===== config.mk =====
export PLATFORM = sky130hd
export DESIGN_NAME = aho_port
export DESIGN_NICKNAME = d
export VERILOG_FILES = /design/src/design/aho_pkg.sv /design/src/design/aho_port.sv /design/src/design/aho_regmem.sv /design/src/design/aho_tlm_tx.sv
export VERILOG_INCLUDE_DIRS = /design/src /design/src/design
export SDC_FILE = /design/constraint.sdc
export NUM_CORES = 1
export LEC_CHECK = 0
export CORE_MARGIN = 5
export CORE_UTILIZATION = 30
export CTS_CLUSTER_DIAMETER = 150
export DETAILED_ROUTE_END_ITERATION = 10
export DONT_BUFFER_PORTS = 1
export GPL_ROUTABILITY_DRIVEN = 0
export SYNTH_ARGS = -nofsm -noshare
export SYNTH_HDL_FRONTEND = slang
export SYNTH_SLANG_ARGS = --single-unit

===== constraint.sdc =====
create_clock -name clk_i -period 4.3 [get_ports clk_i]
set_input_delay 0.86 -clock clk_i [delete_from_list [all_inputs] [get_ports clk_i]]
set_output_delay 0.86 -clock clk_i [all_outputs]
set_load 0.02 [all_outputs]

===== src/design/aho_defines.svh =====
// Constants for the adapter host I/O port
`ifndef AHO_DEFINES_SVH
`define AHO_DEFINES_SVH
// Instruction address bit positions within the eight-bit address
`define AHO_A1 0
`define AHO_A2 1
`define AHO_A3 2
`define AHO_A4 3
`define AHO_A5 4
`define AHO_A6 5
`define AHO_A7 6
`define AHO_A8 7
`define AHO_PIO_W 8
// Instruction address taken from Wishbone byte address bits [9:2]
`define AHO_PIO_LSB 2
// Word widths
`define AHO_WORD_W 26
`define AHO_DL_W 13
`define AHO_TLM_DATA_W 15
`define AHO_TLM_WORD_W 16
`define AHO_TLM_FLAG_BIT 15
`define AHO_TLM_BITS 40
`define AHO_TLM_LAST 6'd39
`define AHO_TLM_COPY2 6'd16
`define AHO_TLM_FLAGS 6'd32
`define AHO_TLM_RESET 16'h8000
// Delay-line slot addresses {line2, index}
`define AHO_SLOT_TMR1 4'h0
`define AHO_SLOT_TMR2 4'h1
`define AHO_SLOT_TLM 4'hF
// Interrupt latch bits
`define AHO_IRQ_W 4
`define AHO_IRQ_DONE 0
`define AHO_IRQ_TMR1 1
`define AHO_IRQ_TMR2 2
`define AHO_IRQ_FAIL 3
// Loop time and clock rate
`define AHO_LOOP_NS 164062
`define AHO_CLK_MHZ 200
// Default wired-in constant for the strobe-rate check
`define AHO_RATE_LIMIT 13'h0100
`endif


===== src/design/aho_pkg.sv =====
// Types for the adapter host I/O port
package aho_pkg;
  // Encoded as {space_select_bit, direction_select_bit}
  typedef enum logic [1:0] {
    AHO_GRP_DOUT = 2'b00,
    AHO_GRP_DIN = 2'b01,
    AHO_GRP_DLLOAD = 2'b10,
    AHO_GRP_DLREAD = 2'b11
  } aho_group_t;
  typedef enum logic [1:0] {
    AHO_TX_IDLE = 2'b00,
    AHO_TX_SEND = 2'b01
  } aho_tx_state_t;
endpackage


===== src/design/aho_port.sv =====
// Adapter host I/O port: instruction decode, latches, timers, telemetry
//
// Function
// - Telemetry word load stores fifteen processor bits into a sixteen-bit word.
// - Sixteenth telemetry bit is odd parity over the fifteen data bits.
// - Series-first flag bit is stored alongside the telemetry word.
// - On equipment request send forty bits serially.
// - Word-done strobe raises the telemetry-complete interrupt latch.
// - Strobe with timer two above wired constant blocks strobe interrupts, flags failure.
// - Each interrupt condition sets its own latch, held until processor clears it.
// - Interrupt asserts only outside routines, uninhibited, and without multiply or divide.
// - Interrupt latches are readable as a discrete input word.
// - Discrete outputs are written as words of up to 26 bits.
// - Set and reset of output latches use distinct addresses.
// - Interrupt latches are cleared through a discrete output address.
// - Discrete inputs are read as addressed words of up to 26 bits.
// - First address bit selects direction, one meaning adapter to processor.
// - Third address bit selects delay lines or discretes, forming four groups.
// - Fourth bit picks set gates when one, reset gates when zero.
// - Fifth bit picks memory output when one, accumulator when zero.
// - Bits six to eight pick one of three output subgroups, one-hot.
// - Second address bit sets or clears the interrupt inhibit.
// - Bits four to eight pick one of five input subgroups, one-hot.
// - Fourth bit selects delay line one when set, line two otherwise.
// - Timers load negative, count toward zero per loop, interrupt at zero.
`timescale 1ns/1ps
`default_nettype none
`include "aho_defines.svh"
module aho_port #(
  parameter int unsigned LOOP_CYCLES = (`AHO_LOOP_NS * `AHO_CLK_MHZ) / 1000,
  parameter logic [`AHO_DL_W-1:0] RATE_LIMIT = `AHO_RATE_LIMIT
) (
  // Clock and reset
  input wire logic clk_i,
  input wire logic rst_i,
  // Wishbone slave
  input wire logic wb_cyc_i,
  input wire logic wb_stb_i,
  input wire logic wb_we_i,
  input wire logic [31:0] wb_adr_i,
  input wire logic [3:0] wb_sel_i,
  input wire logic [31:0] wb_dat_i,
  output logic [31:0] wb_dat_o,
  output logic wb_ack_o,
  // Processor side
  input wire logic [`AHO_WORD_W-1:0] mem_word_i,
  input wire logic in_routine_i,
  input wire logic muldiv_busy_i,
  output logic host_irq_o,
  // Discrete lines
  input wire logic [3*`AHO_WORD_W-1:0] disc_in_i,
  output logic [2*`AHO_WORD_W-1:0] disc_out_o,
  // Telemetry equipment
  input wire logic tlm_req_i,
  input wire logic tlm_shift_i,
  input wire logic tlm_end_i,
  output logic tlm_data_o,
  output logic tlm_busy_o
);
  localparam int SW = 3 * `AHO_WORD_W + 3;

  // Pin synchronisers
  logic [SW-1:0] sync1;
  logic [SW-1:0] sync2;
  logic [2:0] strobe_d;
  logic req_s, shift_s, end_s;
  logic req_p, shift_p, end_p;
  logic [3*`AHO_WORD_W-1:0] din_s;

  always_ff @(posedge clk_i) begin
    if (rst_i) begin
      sync1 <= '0;
      sync2 <= '0;
      strobe_d <= 3'h0;
    end else begin
      sync1 <= {tlm_end_i, tlm_shift_i, tlm_req_i, disc_in_i};
      sync2 <= sync1;
      strobe_d <= {end_s, shift_s, req_s};
    end
  end

  assign din_s = sync2[3*`AHO_WORD_W-1:0];
  assign req_s = sync2[SW-3];
  assign shift_s = sync2[SW-2];
  assign end_s = sync2[SW-1];
  assign req_p = req_s & ~strobe_d[0];
  assign shift_p = shift_s & ~strobe_d[1];
  assign end_p = end_s & ~strobe_d[2];

  // Bus handshake: one cycle to decode, ack on the next
  logic pend;
  logic bus_req;
  logic fire;
  assign bus_req = wb_cyc_i & wb_stb_i;
  assign fire = pend;

  always_ff @(posedge clk_i) begin
    if (rst_i) begin
      pend <= 1'b0;
      wb_ack_o <= 1'b0;
    end else begin
      pend <= bus_req & ~pend & ~wb_ack_o;
      wb_ack_o <= pend;
    end
  end

  // Instruction address decode
  logic [`AHO_PIO_W-1:0] processor_io_instruction;
  aho_pkg::aho_group_t grp;
  logic dir_in;
  logic wr_ok, rd_ok;
  logic [2:0] dout_sub;
  logic [4:0] din_sub;
  logic [3:0] dl_slot;
  logic [`AHO_WORD_W-1:0] src;
  logic dout_wr, dl_wr, tlm_wr;

  assign processor_io_instruction = wb_adr_i[`AHO_PIO_LSB +: `AHO_PIO_W];
  assign dir_in = processor_io_instruction[`AHO_A1];
  assign grp = aho_pkg::aho_group_t'({processor_io_instruction[`AHO_A3], processor_io_instruction[`AHO_A1]});
  assign wr_ok = fire & wb_we_i & ~dir_in;
  assign rd_ok = fire & ~wb_we_i & dir_in;
  assign dout_sub = {processor_io_instruction[`AHO_A8], processor_io_instruction[`AHO_A7], processor_io_instruction[`AHO_A6]};
  assign din_sub = {processor_io_instruction[`AHO_A8], processor_io_instruction[`AHO_A7], processor_io_instruction[`AHO_A6], processor_io_instruction[`AHO_A5], processor_io_instruction[`AHO_A4]};
  assign dl_slot = {~processor_io_instruction[`AHO_A4], processor_io_instruction[`AHO_A6], processor_io_instruction[`AHO_A7], processor_io_instruction[`AHO_A8]};
  assign src = processor_io_instruction[`AHO_A5] ? mem_word_i : wb_dat_i[`AHO_WORD_W-1:0];
  assign dout_wr = wr_ok & (grp == aho_pkg::AHO_GRP_DOUT);
  assign dl_wr = wr_ok & (grp == aho_pkg::AHO_GRP_DLLOAD);
  assign tlm_wr = dl_wr & (dl_slot == `AHO_SLOT_TLM);

  function automatic logic [`AHO_WORD_W-1:0] gate_word(input logic [`AHO_WORD_W-1:0] cur,
      input logic [`AHO_WORD_W-1:0] val, input logic set);
    return set ? (cur | val) : (cur & ~val);
  endfunction

  // Discrete output latches
  logic [`AHO_WORD_W-1:0] dout0, dout1;
  always_ff @(posedge clk_i) begin
    if (rst_i) begin
      dout0 <= '0;
      dout1 <= '0;
    end else if (dout_wr) begin
      if (dout_sub == 3'h1) begin
        dout0 <= gate_word(dout0, src, processor_io_instruction[`AHO_A4]);
      end
      if (dout_sub == 3'h2) begin
        dout1 <= gate_word(dout1, src, processor_io_instruction[`AHO_A4]);
      end
    end
  end
  assign disc_out_o = {dout1, dout0};

  // Interrupt inhibit
  logic inhibit;
  always_ff @(posedge clk_i) begin
    if (rst_i) begin
      inhibit <= 1'b0;
    end else if (fire) begin
      inhibit <= processor_io_instruction[`AHO_A2];
    end
  end

  // Timed-interrupt counters
  logic [31:0] loop_cnt;
  logic tick;
  logic [`AHO_DL_W-1:0] tmr [2];
  logic [1:0] tmr_run;
  logic [1:0] tmr_zero;
  logic [1:0] tmr_load;
  logic [`AHO_DL_W-1:0] tmr2_left;

  assign tick = (loop_cnt == LOOP_CYCLES - 32'h1);
  assign tmr_load[0] = dl_wr & (dl_slot == `AHO_SLOT_TMR1);
  assign tmr_load[1] = dl_wr & (dl_slot == `AHO_SLOT_TMR2);
  assign tmr2_left = tmr_run[1] ? (~tmr[1] + 13'h0001) : 13'h0000;

  always_ff @(posedge clk_i) begin
    if (rst_i) begin
      loop_cnt <= 32'h0;
    end else begin
      loop_cnt <= tick ? 32'h0 : loop_cnt + 32'h1;
    end
  end

  for (genvar t = 0; t < 2; t++) begin : g_tmr
    assign tmr_zero[t] = tick & tmr_run[t] & (tmr[t] == {`AHO_DL_W{1'b1}}) & ~tmr_load[t];
    always_ff @(posedge clk_i) begin
      if (rst_i) begin
        tmr[t] <= '0;
        tmr_run[t] <= 1'b0;
      end else if (tmr_load[t]) begin
        tmr[t] <= src[`AHO_DL_W-1:0];
        tmr_run[t] <= |src[`AHO_DL_W-1:0];
      end else if (tick & tmr_run[t]) begin
        tmr[t] <= tmr[t] + 13'h0001;
        tmr_run[t] <= ~tmr_zero[t];
      end
    end
  end

  // Interrupt latches; a new event wins over a clear in the same cycle
  logic [`AHO_IRQ_W-1:0] irq_lat;
  logic [`AHO_IRQ_W-1:0] irq_set;
  logic [`AHO_IRQ_W-1:0] irq_clr;
  logic rate_bad;

  assign rate_bad = end_p & (tmr2_left > RATE_LIMIT);
  assign irq_set[`AHO_IRQ_DONE] = end_p & ~rate_bad & ~irq_lat[`AHO_IRQ_FAIL];
  assign irq_set[`AHO_IRQ_TMR1] = tmr_zero[0];
  assign irq_set[`AHO_IRQ_TMR2] = tmr_zero[1];
  assign irq_set[`AHO_IRQ_FAIL] = rate_bad;
  assign irq_clr = (dout_wr & (dout_sub == 3'h4) & ~processor_io_instruction[`AHO_A4]) ? src[`AHO_IRQ_W-1:0] : '0;

  always_ff @(posedge clk_i) begin
    if (rst_i) begin
      irq_lat <= '0;
    end else begin
      irq_lat <= (irq_lat & ~irq_clr) | irq_set;
    end
  end

  assign host_irq_o = (|irq_lat) & ~in_routine_i & ~inhibit & ~muldiv_busy_i;

  // Telemetry word and serializer
  logic [`AHO_TLM_WORD_W-1:0] tlm_word;
  logic tlm_flag;
  logic tlm_last;

  always_ff @(posedge clk_i) begin
    if (rst_i) begin
      tlm_word <= `AHO_TLM_RESET;
      tlm_flag <= 1'b0;
    end else if (tlm_wr) begin
      tlm_word <= {~^src[`AHO_TLM_DATA_W-1:0], src[`AHO_TLM_DATA_W-1:0]};
      tlm_flag <= src[`AHO_TLM_FLAG_BIT];
    end
  end

  aho_tlm_tx u_tx (
    .clk_i(clk_i),
    .rst_i(rst_i),
    .word_i(tlm_word),
    .flag_i(tlm_flag),
    .start_i(req_p),
    .shift_i(shift_p),
    .data_o(tlm_data_o),
    .busy_o(tlm_busy_o),
    .last_o(tlm_last)
  );

  // Delay-line store
  logic [`AHO_DL_W-1:0] dl_rdata;
  aho_regmem #(.AW(4), .DW(`AHO_DL_W)) u_mem (
    .clk_i(clk_i),
    .we_i(dl_wr),
    .waddr_i(dl_slot),
    .wdata_i(src[`AHO_DL_W-1:0]),
    .raddr_i(dl_slot),
    .rdata_o(dl_rdata)
  );

  // Read data selection
  logic [`AHO_WORD_W-1:0] din_word;
  logic [`AHO_WORD_W-1:0] status_word;
  logic [`AHO_DL_W-1:0] dl_word;
  logic [31:0] next_rdata;

  assign status_word = {{(`AHO_WORD_W-3){1'b0}}, inhibit, tlm_busy_o, irq_lat[`AHO_IRQ_FAIL]};
  assign din_word = (din_sub == 5'h01) ? {{(`AHO_WORD_W-`AHO_IRQ_W){1'b0}}, irq_lat} :
                    (din_sub == 5'h02) ? status_word :
                    (din_sub == 5'h04) ? din_s[0 +: `AHO_WORD_W] :
                    (din_sub == 5'h08) ? din_s[`AHO_WORD_W +: `AHO_WORD_W] :
                    (din_sub == 5'h10) ? din_s[2*`AHO_WORD_W +: `AHO_WORD_W] : '0;
  assign dl_word = (dl_slot == `AHO_SLOT_TMR1) ? tmr[0] :
                   (dl_slot == `AHO_SLOT_TMR2) ? tmr[1] : dl_rdata;
  assign next_rdata = ~rd_ok ? 32'h0 :
                      (grp == aho_pkg::AHO_GRP_DIN) ? {6'h00, din_word} :
                      (grp == aho_pkg::AHO_GRP_DLREAD) ? {19'h00000, dl_word} : 32'h0;

  always_ff @(posedge clk_i) begin
    if (rst_i) begin
      wb_dat_o <= 32'h0;
    end else if (fire) begin
      wb_dat_o <= next_rdata;
    end
  end
endmodule
`default_nettype wire


===== src/design/aho_regmem.sv =====
// Delay-line register store with registered read
`timescale 1ns/1ps
`default_nettype none
module aho_regmem #(
  parameter int AW = 4,
  parameter int DW = 13
) (
  // Clock
  input wire logic clk_i,
  // Write port
  input wire logic we_i,
  input wire logic [AW-1:0] waddr_i,
  input wire logic [DW-1:0] wdata_i,
  // Read port
  input wire logic [AW-1:0] raddr_i,
  output logic [DW-1:0] rdata_o
);
  logic [DW-1:0] mem [2**AW];

  always_ff @(posedge clk_i) begin
    if (we_i) begin
      mem[waddr_i] <= wdata_i;
    end
    rdata_o <= mem[raddr_i];
  end
endmodule
`default_nettype wire


===== src/design/aho_tlm_tx.sv =====
// Telemetry serializer: word twice, then series flag eight times
`timescale 1ns/1ps
`default_nettype none
`include "aho_defines.svh"
module aho_tlm_tx (
  // Clock and reset
  input wire logic clk_i,
  input wire logic rst_i,
  // Word to send
  input wire logic [`AHO_TLM_WORD_W-1:0] word_i,
  input wire logic flag_i,
  // Equipment strobes, already synchronised, one-cycle pulses
  input wire logic start_i,
  input wire logic shift_i,
  // Serial side
  output logic data_o,
  output logic busy_o,
  output logic last_o
);
  aho_pkg::aho_tx_state_t state;
  logic [5:0] idx;
  logic [5:0] next_idx;

  function automatic logic pick_bit(input logic [`AHO_TLM_WORD_W-1:0] w, input logic f, input logic [5:0] i);
    logic [5:0] j;
    j = 6'h00;
    if (i >= `AHO_TLM_FLAGS) begin
      return f;
    end
    j = (i >= `AHO_TLM_COPY2) ? i - `AHO_TLM_COPY2 : i;
    return w[j[3:0]];
  endfunction

  assign next_idx = idx + 6'h01;
  assign busy_o = (state == aho_pkg::AHO_TX_SEND);

  always_ff @(posedge clk_i) begin
    if (rst_i) begin
      state <= aho_pkg::AHO_TX_IDLE;
      idx <= 6'h00;
      data_o <= 1'b0;
      last_o <= 1'b0;
    end else begin
      last_o <= 1'b0;
      unique case (state)
        aho_pkg::AHO_TX_IDLE: begin
          if (start_i) begin
            state <= aho_pkg::AHO_TX_SEND;
            idx <= 6'h00;
            data_o <= pick_bit(word_i, flag_i, 6'h00);
          end
        end
        aho_pkg::AHO_TX_SEND: begin
          if (shift_i) begin
            if (idx == `AHO_TLM_LAST) begin
              state <= aho_pkg::AHO_TX_IDLE;
              last_o <= 1'b1;
              data_o <= 1'b0;
            end else begin
              idx <= next_idx;
              data_o <= pick_bit(word_i, flag_i, next_idx);
            end
          end
        end
        default: begin
          state <= aho_pkg::AHO_TX_IDLE;
        end
      endcase
    end
  end
endmodule
`default_nettype wire


# Word-level counts from Yosys, hierarchy flattened
# Memories as Yosys holds them, arrays and structs flattened. A register that Yosys moved wholly into a read port is not among the register bits.
# Cells that the tools add are included.
[totals] ramBits=234 out_inout_bits=88 word_cells=189 ff_bits=316 in_bits=182 memories=2
[classes] add_sub_neg=6 mux=63 n_reduce_logical=15 magnitude_cmp=4 n_eq_ne=22 bitwise_logic=59
[mem_list] memory="u_mem.mem" words=16 word_bits=13 read_ports=1 rd_ports_with_merged_regs=1 wr=1 line_no="aho_regmem.sv:18" rtl="logic [DW-1:0] mem [2**AW];"
[mem_list] memory="tmr" words=2 word_bits=13 read_ports=2 rd_ports_with_merged_regs=0 wr=2 line_no="aho_port.sv:166" rtl="logic [`AHO_DL_W-1:0] tmr [2];"
[op_table] operator="two-way mux 26 bit" count=10
[op_table] operator="two-way mux 13 bit" count=8
[op_table] operator="AND 26 bit" count=2
[op_table] operator="OR 26 bit" count=2
[op_table] operator="adder 13 x 1 -> 13 bit, second input constant" count=3
[op_table] operator="two-way mux 1 bit" count=33
[op_table] operator="adder 32 x 1 -> 32 bit, second input constant" count=1
[op_table] operator="== test 32 x 16 -> 1 bit, second input constant" count=1
[op_table] operator="AND 1 bit" count=29
[op_table] operator="== test 13 bit, second input constant" count=2
[op_table] operator="inverter 26 bit" count=1
[op_table] operator="two-way mux 6 bit" count=3
[op_table] operator="inverter 1 bit" count=17
[op_table] operator="XNOR reduction 15 bit" count=1
[op_table] operator="> comparator 13 x 9 -> 1 bit, second input constant" count=1
[op_table] operator="inverter 13 bit" count=1
[op_table] operator="OR reduction 13 bit" count=1
[op_table] operator="one-hot mux 6 bit (2 select lines)" count=1
[op_table] operator="two-way mux 4 bit" count=2
[op_table] operator="adder 6 x 1 -> 6 bit, second input constant" count=1
[op_table] operator="== test 6 bit, second input constant" count=1
[op_table] operator=">= comparator 6 x 5 -> 1 bit, second input constant" count=1
[op_table] operator=">= comparator 6 bit, second input constant" count=1
[op_table] operator="two-way mux 2 bit" count=3
[op_table] operator="31 further kinds" count=43

# Longest topological paths before layout
[depth] depth_word=11 depth_mapped=9 depth_no_buf=7

# By module
# Synthesis repeated with hierarchy kept, for this count alone.
[unflattened] hier_cells=1715 area_unflattened_um2=21613.2
[modules_own_cells] module="aho_port" n_inst=1 area_each_um2=12757.2 seq_area_each_um2=6806.5 cells_per_inst=1295
[modules_own_cells] module="aho_regmem" n_inst=1 area_each_um2=8242.9 seq_area_each_um2=6506.2 cells_per_inst=355
[modules_own_cells] module="aho_tlm_tx" n_inst=1 area_each_um2=613.1 seq_area_each_um2=180.2 cells_per_inst=65

# Least setup slack after synthesis
# No wires, ideal clock.
[synth_timing] kind="input-to-reg" startpoint="in wb_adr_i[8]" endpoint="mem u_mem.mem[10][0] (enable)" n_path_buf=3 setup_slack_ns=1.056 required_time_ns=3.900 arrival_time_ns=2.844 stages=5 setup_ns=0.400 path_cell_list="clkbuf_1 -> buf_2 -> clkbuf_1 -> nand3b_1 -> nor3_1"
[synth_rtl] item="start: declaration" line_no="aho_port.sv:40" rtl="input wire logic [31:0] wb_adr_i,"
[synth_rtl] item="end: declaration" line_no="aho_regmem.sv:18"
# No word-level cell before the write port.

# Worst setup path after layout
[layout_timing] startpoint="reg pend (netlist: fire)" endpoint="reg tlm_word[1]"
[layout_between] elab_chain_len=4
[layout_rtl] item="start: declaration" line_no="aho_port.sv:91" rtl="logic pend;"
[layout_rtl] item="start signal: assignment" line_no="aho_port.sv:102" rtl="pend <= bus_req & ~pend & ~wb_ack_o;"
[layout_rtl] item="AND 1 bit (2 in a row)" line_no="aho_port.sv:121" rtl="assign wr_ok = fire & wb_we_i & ~dir_in;"
[layout_rtl] item="AND 1 bit" line_no="aho_port.sv:128" rtl="assign dl_wr = wr_ok & (grp == aho_pkg::AHO_GRP_DLLOAD);"
[layout_rtl] item="AND 1 bit" line_no="aho_port.sv:129" rtl="assign tlm_wr = dl_wr & (dl_slot == `AHO_SLOT_TLM);"
[layout_rtl] item="end signal: assignment" line_no="aho_port.sv:231" rtl="tlm_word <= `AHO_TLM_RESET;"
[layout_rtl] item="end signal: assignment" line_no="aho_port.sv:234" rtl="tlm_word <= {~^src[`AHO_TLM_DATA_W-1:0], src[`AHO_TLM_DATA_W-1:0]};"
[layout_rtl] item="end: declaration" line_no="aho_port.sv:225" rtl="logic [`AHO_TLM_WORD_W-1:0] tlm_word;"
# Every way passes these cells.
# A chain may end at the register's enable or synchronous reset.

==> summary.md <==
| Metric | Value |
|---|---|
| Clk Latency, worst-skew pair | `between 0.6 and 0.7 ns` |
| DRC errors left | `0` |
| Setup tns final | `0 ns` |
| Initial antenna violation count | `1` |
| H-tree depth | `2` |
| Tcrit/Tclk final | `between 60 and 70%` |
| Vias | `~13000` |
| Met1 usage | `between 10% and 20%` |
| PD cells | `between 400 and 500 mW/mm²` |
| Synth cell count leaders | `dfxtp_1 (322), edfxtp_1 (234), nor2b_1 (170), nor2_1 (134), nand2_1 (113)` |
| Flop pwr share | `about half` |
| Initial DRC count | `1033` |
| Ports | `270` |
| Slew @ Worst Pin | `1.06 ns` |
| RSZ-0062 raised after global routing | `no` |
| R2R Path Start | `fire` |
| Peak Freq | `about 380 MHz` |
| CTS clk-pin slew, worst paths | `0.06 ns` |
| # resized after CTS | `0` |
| Initial core utilization | `30.1%` |
| Pins Over Slew Limit | `0` |
| CTS buffer count | `55` |
| Gr usage total | `between 10% and 20%` |
| Top cells by area, synth | `edfxtp_1 (33%), dfxtp_1 (30%), mux4_2 (7.2%)` |
| Post-synth cell types | `70` |
| CTS Buffer Depth | `3` |
| Worst EP required | `between 4 and 5 ns` |
| First-pass GRT wire length | `between 70000 and 80000 µm` |
| Number of I/O port buffers | `0` |
| Mux cell area share after synthesis | `between 10 and 15%` |
| Worst hold path type | `in -> reg` |
| Slowest CP cell | `inv_2` |
| Largest net degree at the start of global routing | `approximately 270` |
| Largest family of logic cells by synthesized area | `simple AND/OR/NAND/NOR gates` |
| Design area | `0.0244 mm²` |
| Top fanout value on the critical path | `44` |
| Num rows | `98` |
| Clk pwr share | `roughly 45%` |
| Post-CTS Setup Bufs | `0` |
| Simple-gate share of the synthesized area | `14.2%` |
| Tmin final | `2.67 ns` |
| Clk_skew | `roughly 0.028 ns` |
| Psw | `2360 µW` |
| Post-DRT Antenna Nets | `0` |
| Sequential element share of the synthesized area | `62.6%` |
| WHS | `about 0.35 ns` |
| Met2 Use GR | `between 20% and 30%` |
| CP startpoint kind | `flop` |
| Cells after Synth | `about 1700` |
| Met3 Use GR | `around 3.0%` |
| Drt pass-1 iters | `5` |
| Die Span X | `~280 µm` |
| Cell internal pwr | `between 8000 and 9000 µW` |
| Critical-path cell list | `and4b_1, nand3_1, or2_2, inv_2, nor2_1, a211oi_1` |
| P_leak | `around 0.0083 µW` |
| Clk sinks | `around 560` |
| HP Start | `rst_i` |
| Share of the synthesized area in the top cell type | `around a third` |
| Final hold vios | `0` |
| Vias in the first global route | `between 10000 and 15000` |
| Total routed wirelength | `52600 µm` |
| CTS tree | `yes` |
| Core ar. | `0.0714 mm²` |
| CP endpoint kind | `flop` |
| Final global-route overflow total | `0` |
| Final Non-Filler Cells | `roughly 2700` |
| Dpl cells | `2569` |
| Die Y | `278 µm` |
| Gr busiest metal | `met2` |
| Placed inst area | `0.0225 mm²` |
| Synth warnings | `0` |
| Die Area | `~0.077 mm²` |
| Proportion of power drawn by combinational gates | `between 4 and 5%` |
| Number of flops mapped to enable cells by yosys | `approximately 230` |
| Worst vdd ir | `slightly above 0.3 mV` |
| Nets | `1869` |
| Post-Syn Area | `~0.022 mm²` |
| Critical Path Start | `fire` |
| Final setup vio count | `0` |
| Synth Area in Compound Gates | `roughly 6.5%` |
| Status | `finished clean` |
| Number of synthesized register bits | `between 500 and 600` |
| Ys async rst share | `0%` |
| WP buf/inv | `1` |
| Adder-Cell Fraction of Synth Area | `less than 1%` |
| Delay of the slowest cell on the worst path | `~0.6 ns` |
| Yosys top cell by area | `edfxtp_1` |
| Max-cap violations | `0` |
| Total power | `between 10000 and 15000 µW` |
| Mean Syn Cell Area | `between 10 and 15 µm²` |
| Layout cells sized above 1 | `between 10% and 20%` |
| WP data arrival | `around 3.2 ns` |
| Hold Buf Count CTS | `0` |
| Synth Flop Type | `dfxtp_1` |
| Layout fillers | `~6900` |
| Post-DP HPWL | `about 35000 µm` |
| Slew HR | `between 20% and 30%` |
| Critical path type | `reg -> reg` |
| Vias per cell | `between 4 and 5` |
| Sw Share | `21.3%` |
| Per-cell routed wire length | `approximately 20 µm` |
| Area growth from synthesis to layout | `13.6%` |
| Post-synthesis xor/xnor area fraction | `approximately 2.5%` |
| Crit path max-delay family | `simple AND/OR/NAND/NOR gates` |
| Most common cell in the netlist | `dfxtp_1` |
| Root Driver | `clkbuf_16` |
path summary, 6_finish.rpt:
path	end	cells after the start	slack, ns
worst min register to register	sync2[16]	1	0.42
worst min-delay path	sync1[37]	1	0.35
worst max-delay path	tlm_word[1]	6	1.63
worst max register to register	tlm_word[1]	6	1.63
state kept, by name, summed over array words and instances, names as in the netlist, 2 cells and up, named ones only:
register / flops
u_tx.idx: 6
tmr: 26
loop_cnt: 32
strobe_d: 3
irq_lat: 4
sync2: 81
u_mem.mem: 208
tlm_word: 16
sync1: 81
tmr_run: 2
wb_dat_o: 26
u_mem.rdata_o: 13
power by group through the flow:
stage | clock, µW | combinational (µW) | sequential (µW)
6_report | 4950 | 450 | 5670
3_5_place_dp | 0 | 452 | 5780
4_1_cts | 5060 | 453 | 5670
2_1_floorplan | 0 | 394 | 5750
3_3_place_gp | 0 | 439 | 5780
5_1_grt | 5290 | 485 | 5670
cells in the final DEF, fill, tap and decap left out, types with 11 or more instances in the layout:
| cell | instances |
|---|---|
| nor2b_1 | 170 |
| and4_1 | 11 |
| a21oi_1 | 45 |
| mux2i_1 | 58 |
| buf_4 | 28 |
| nand3_1 | 46 |
| dfxtp_1 | 322 |
| o22ai_1 | 15 |
| xor2_1 | 17 |
| a211oi_1 | 23 |
| a2bb2oi_1 | 11 |
| clkinv_2 | 11 |
| inv_1 | 25 |
| nor3_1 | 16 |
| clkbuf_8 | 12 |
| clkbuf_16 | 57 |
| mux2_2 | 14 |
| nand2_1 | 113 |
| o21ai_0 | 25 |
| o21ai_1 | 22 |
| nor2_1 | 127 |
| nor4_1 | 15 |
| mux4_2 | 69 |
| edfxtp_1 | 234 |
| xnor2_1 | 45 |
| ha_1 | 11 |
| a222oi_1 | 21 |
layer usage:
| metal | up-vias | part of all wire (%) |
|---|---|---|
| met2 | 436 | 48 |
| li1 | 6110 | - |
| met3 | 86 | 6.9 |
| met4 | 0 | 2.8 |
| met1 | 6524 | 42 |
| met5 | - | 0 |
kinds of logic (layout without fill, tap and decap cells):
family | count (synthesis) | in the layout
simple gates | 577 | 577
other cells | 1 | 7
flops | 556 | 556
fa+ha+maj | 11 | 11
compound gates | 206 | 206
buf+inv | 142 | 163
xor+xnor | 62 | 62
mux | 142 | 142
stage by stage:
step                utilization (%)  setup WS, ns
global route                   34.3          1.43
floorplan                         -          1.06
finish                         34.3          1.63
CTS                            34.2          1.59
global placement               31.6          1.28
detailed placement             31.6          1.21
final cells by class:
cell class / count / area [µm²] / share of cell area, %
sequential: 556 / 13500 / 55.1
multi-input combinational: 1004 / 7550 / 30.9
clock buffer: 81 / 1640 / 6.71
tap: 950 / 1190 / 4.86
clock inverter: 23 / 265 / 1.09
timing repair buffer: 28 / 210 / 0.860
inverter: 31 / 116 / 0.476
antenna: 1 / 2.50 / 0.0102
No activity file was read; power rests on OpenSTA's default activity.
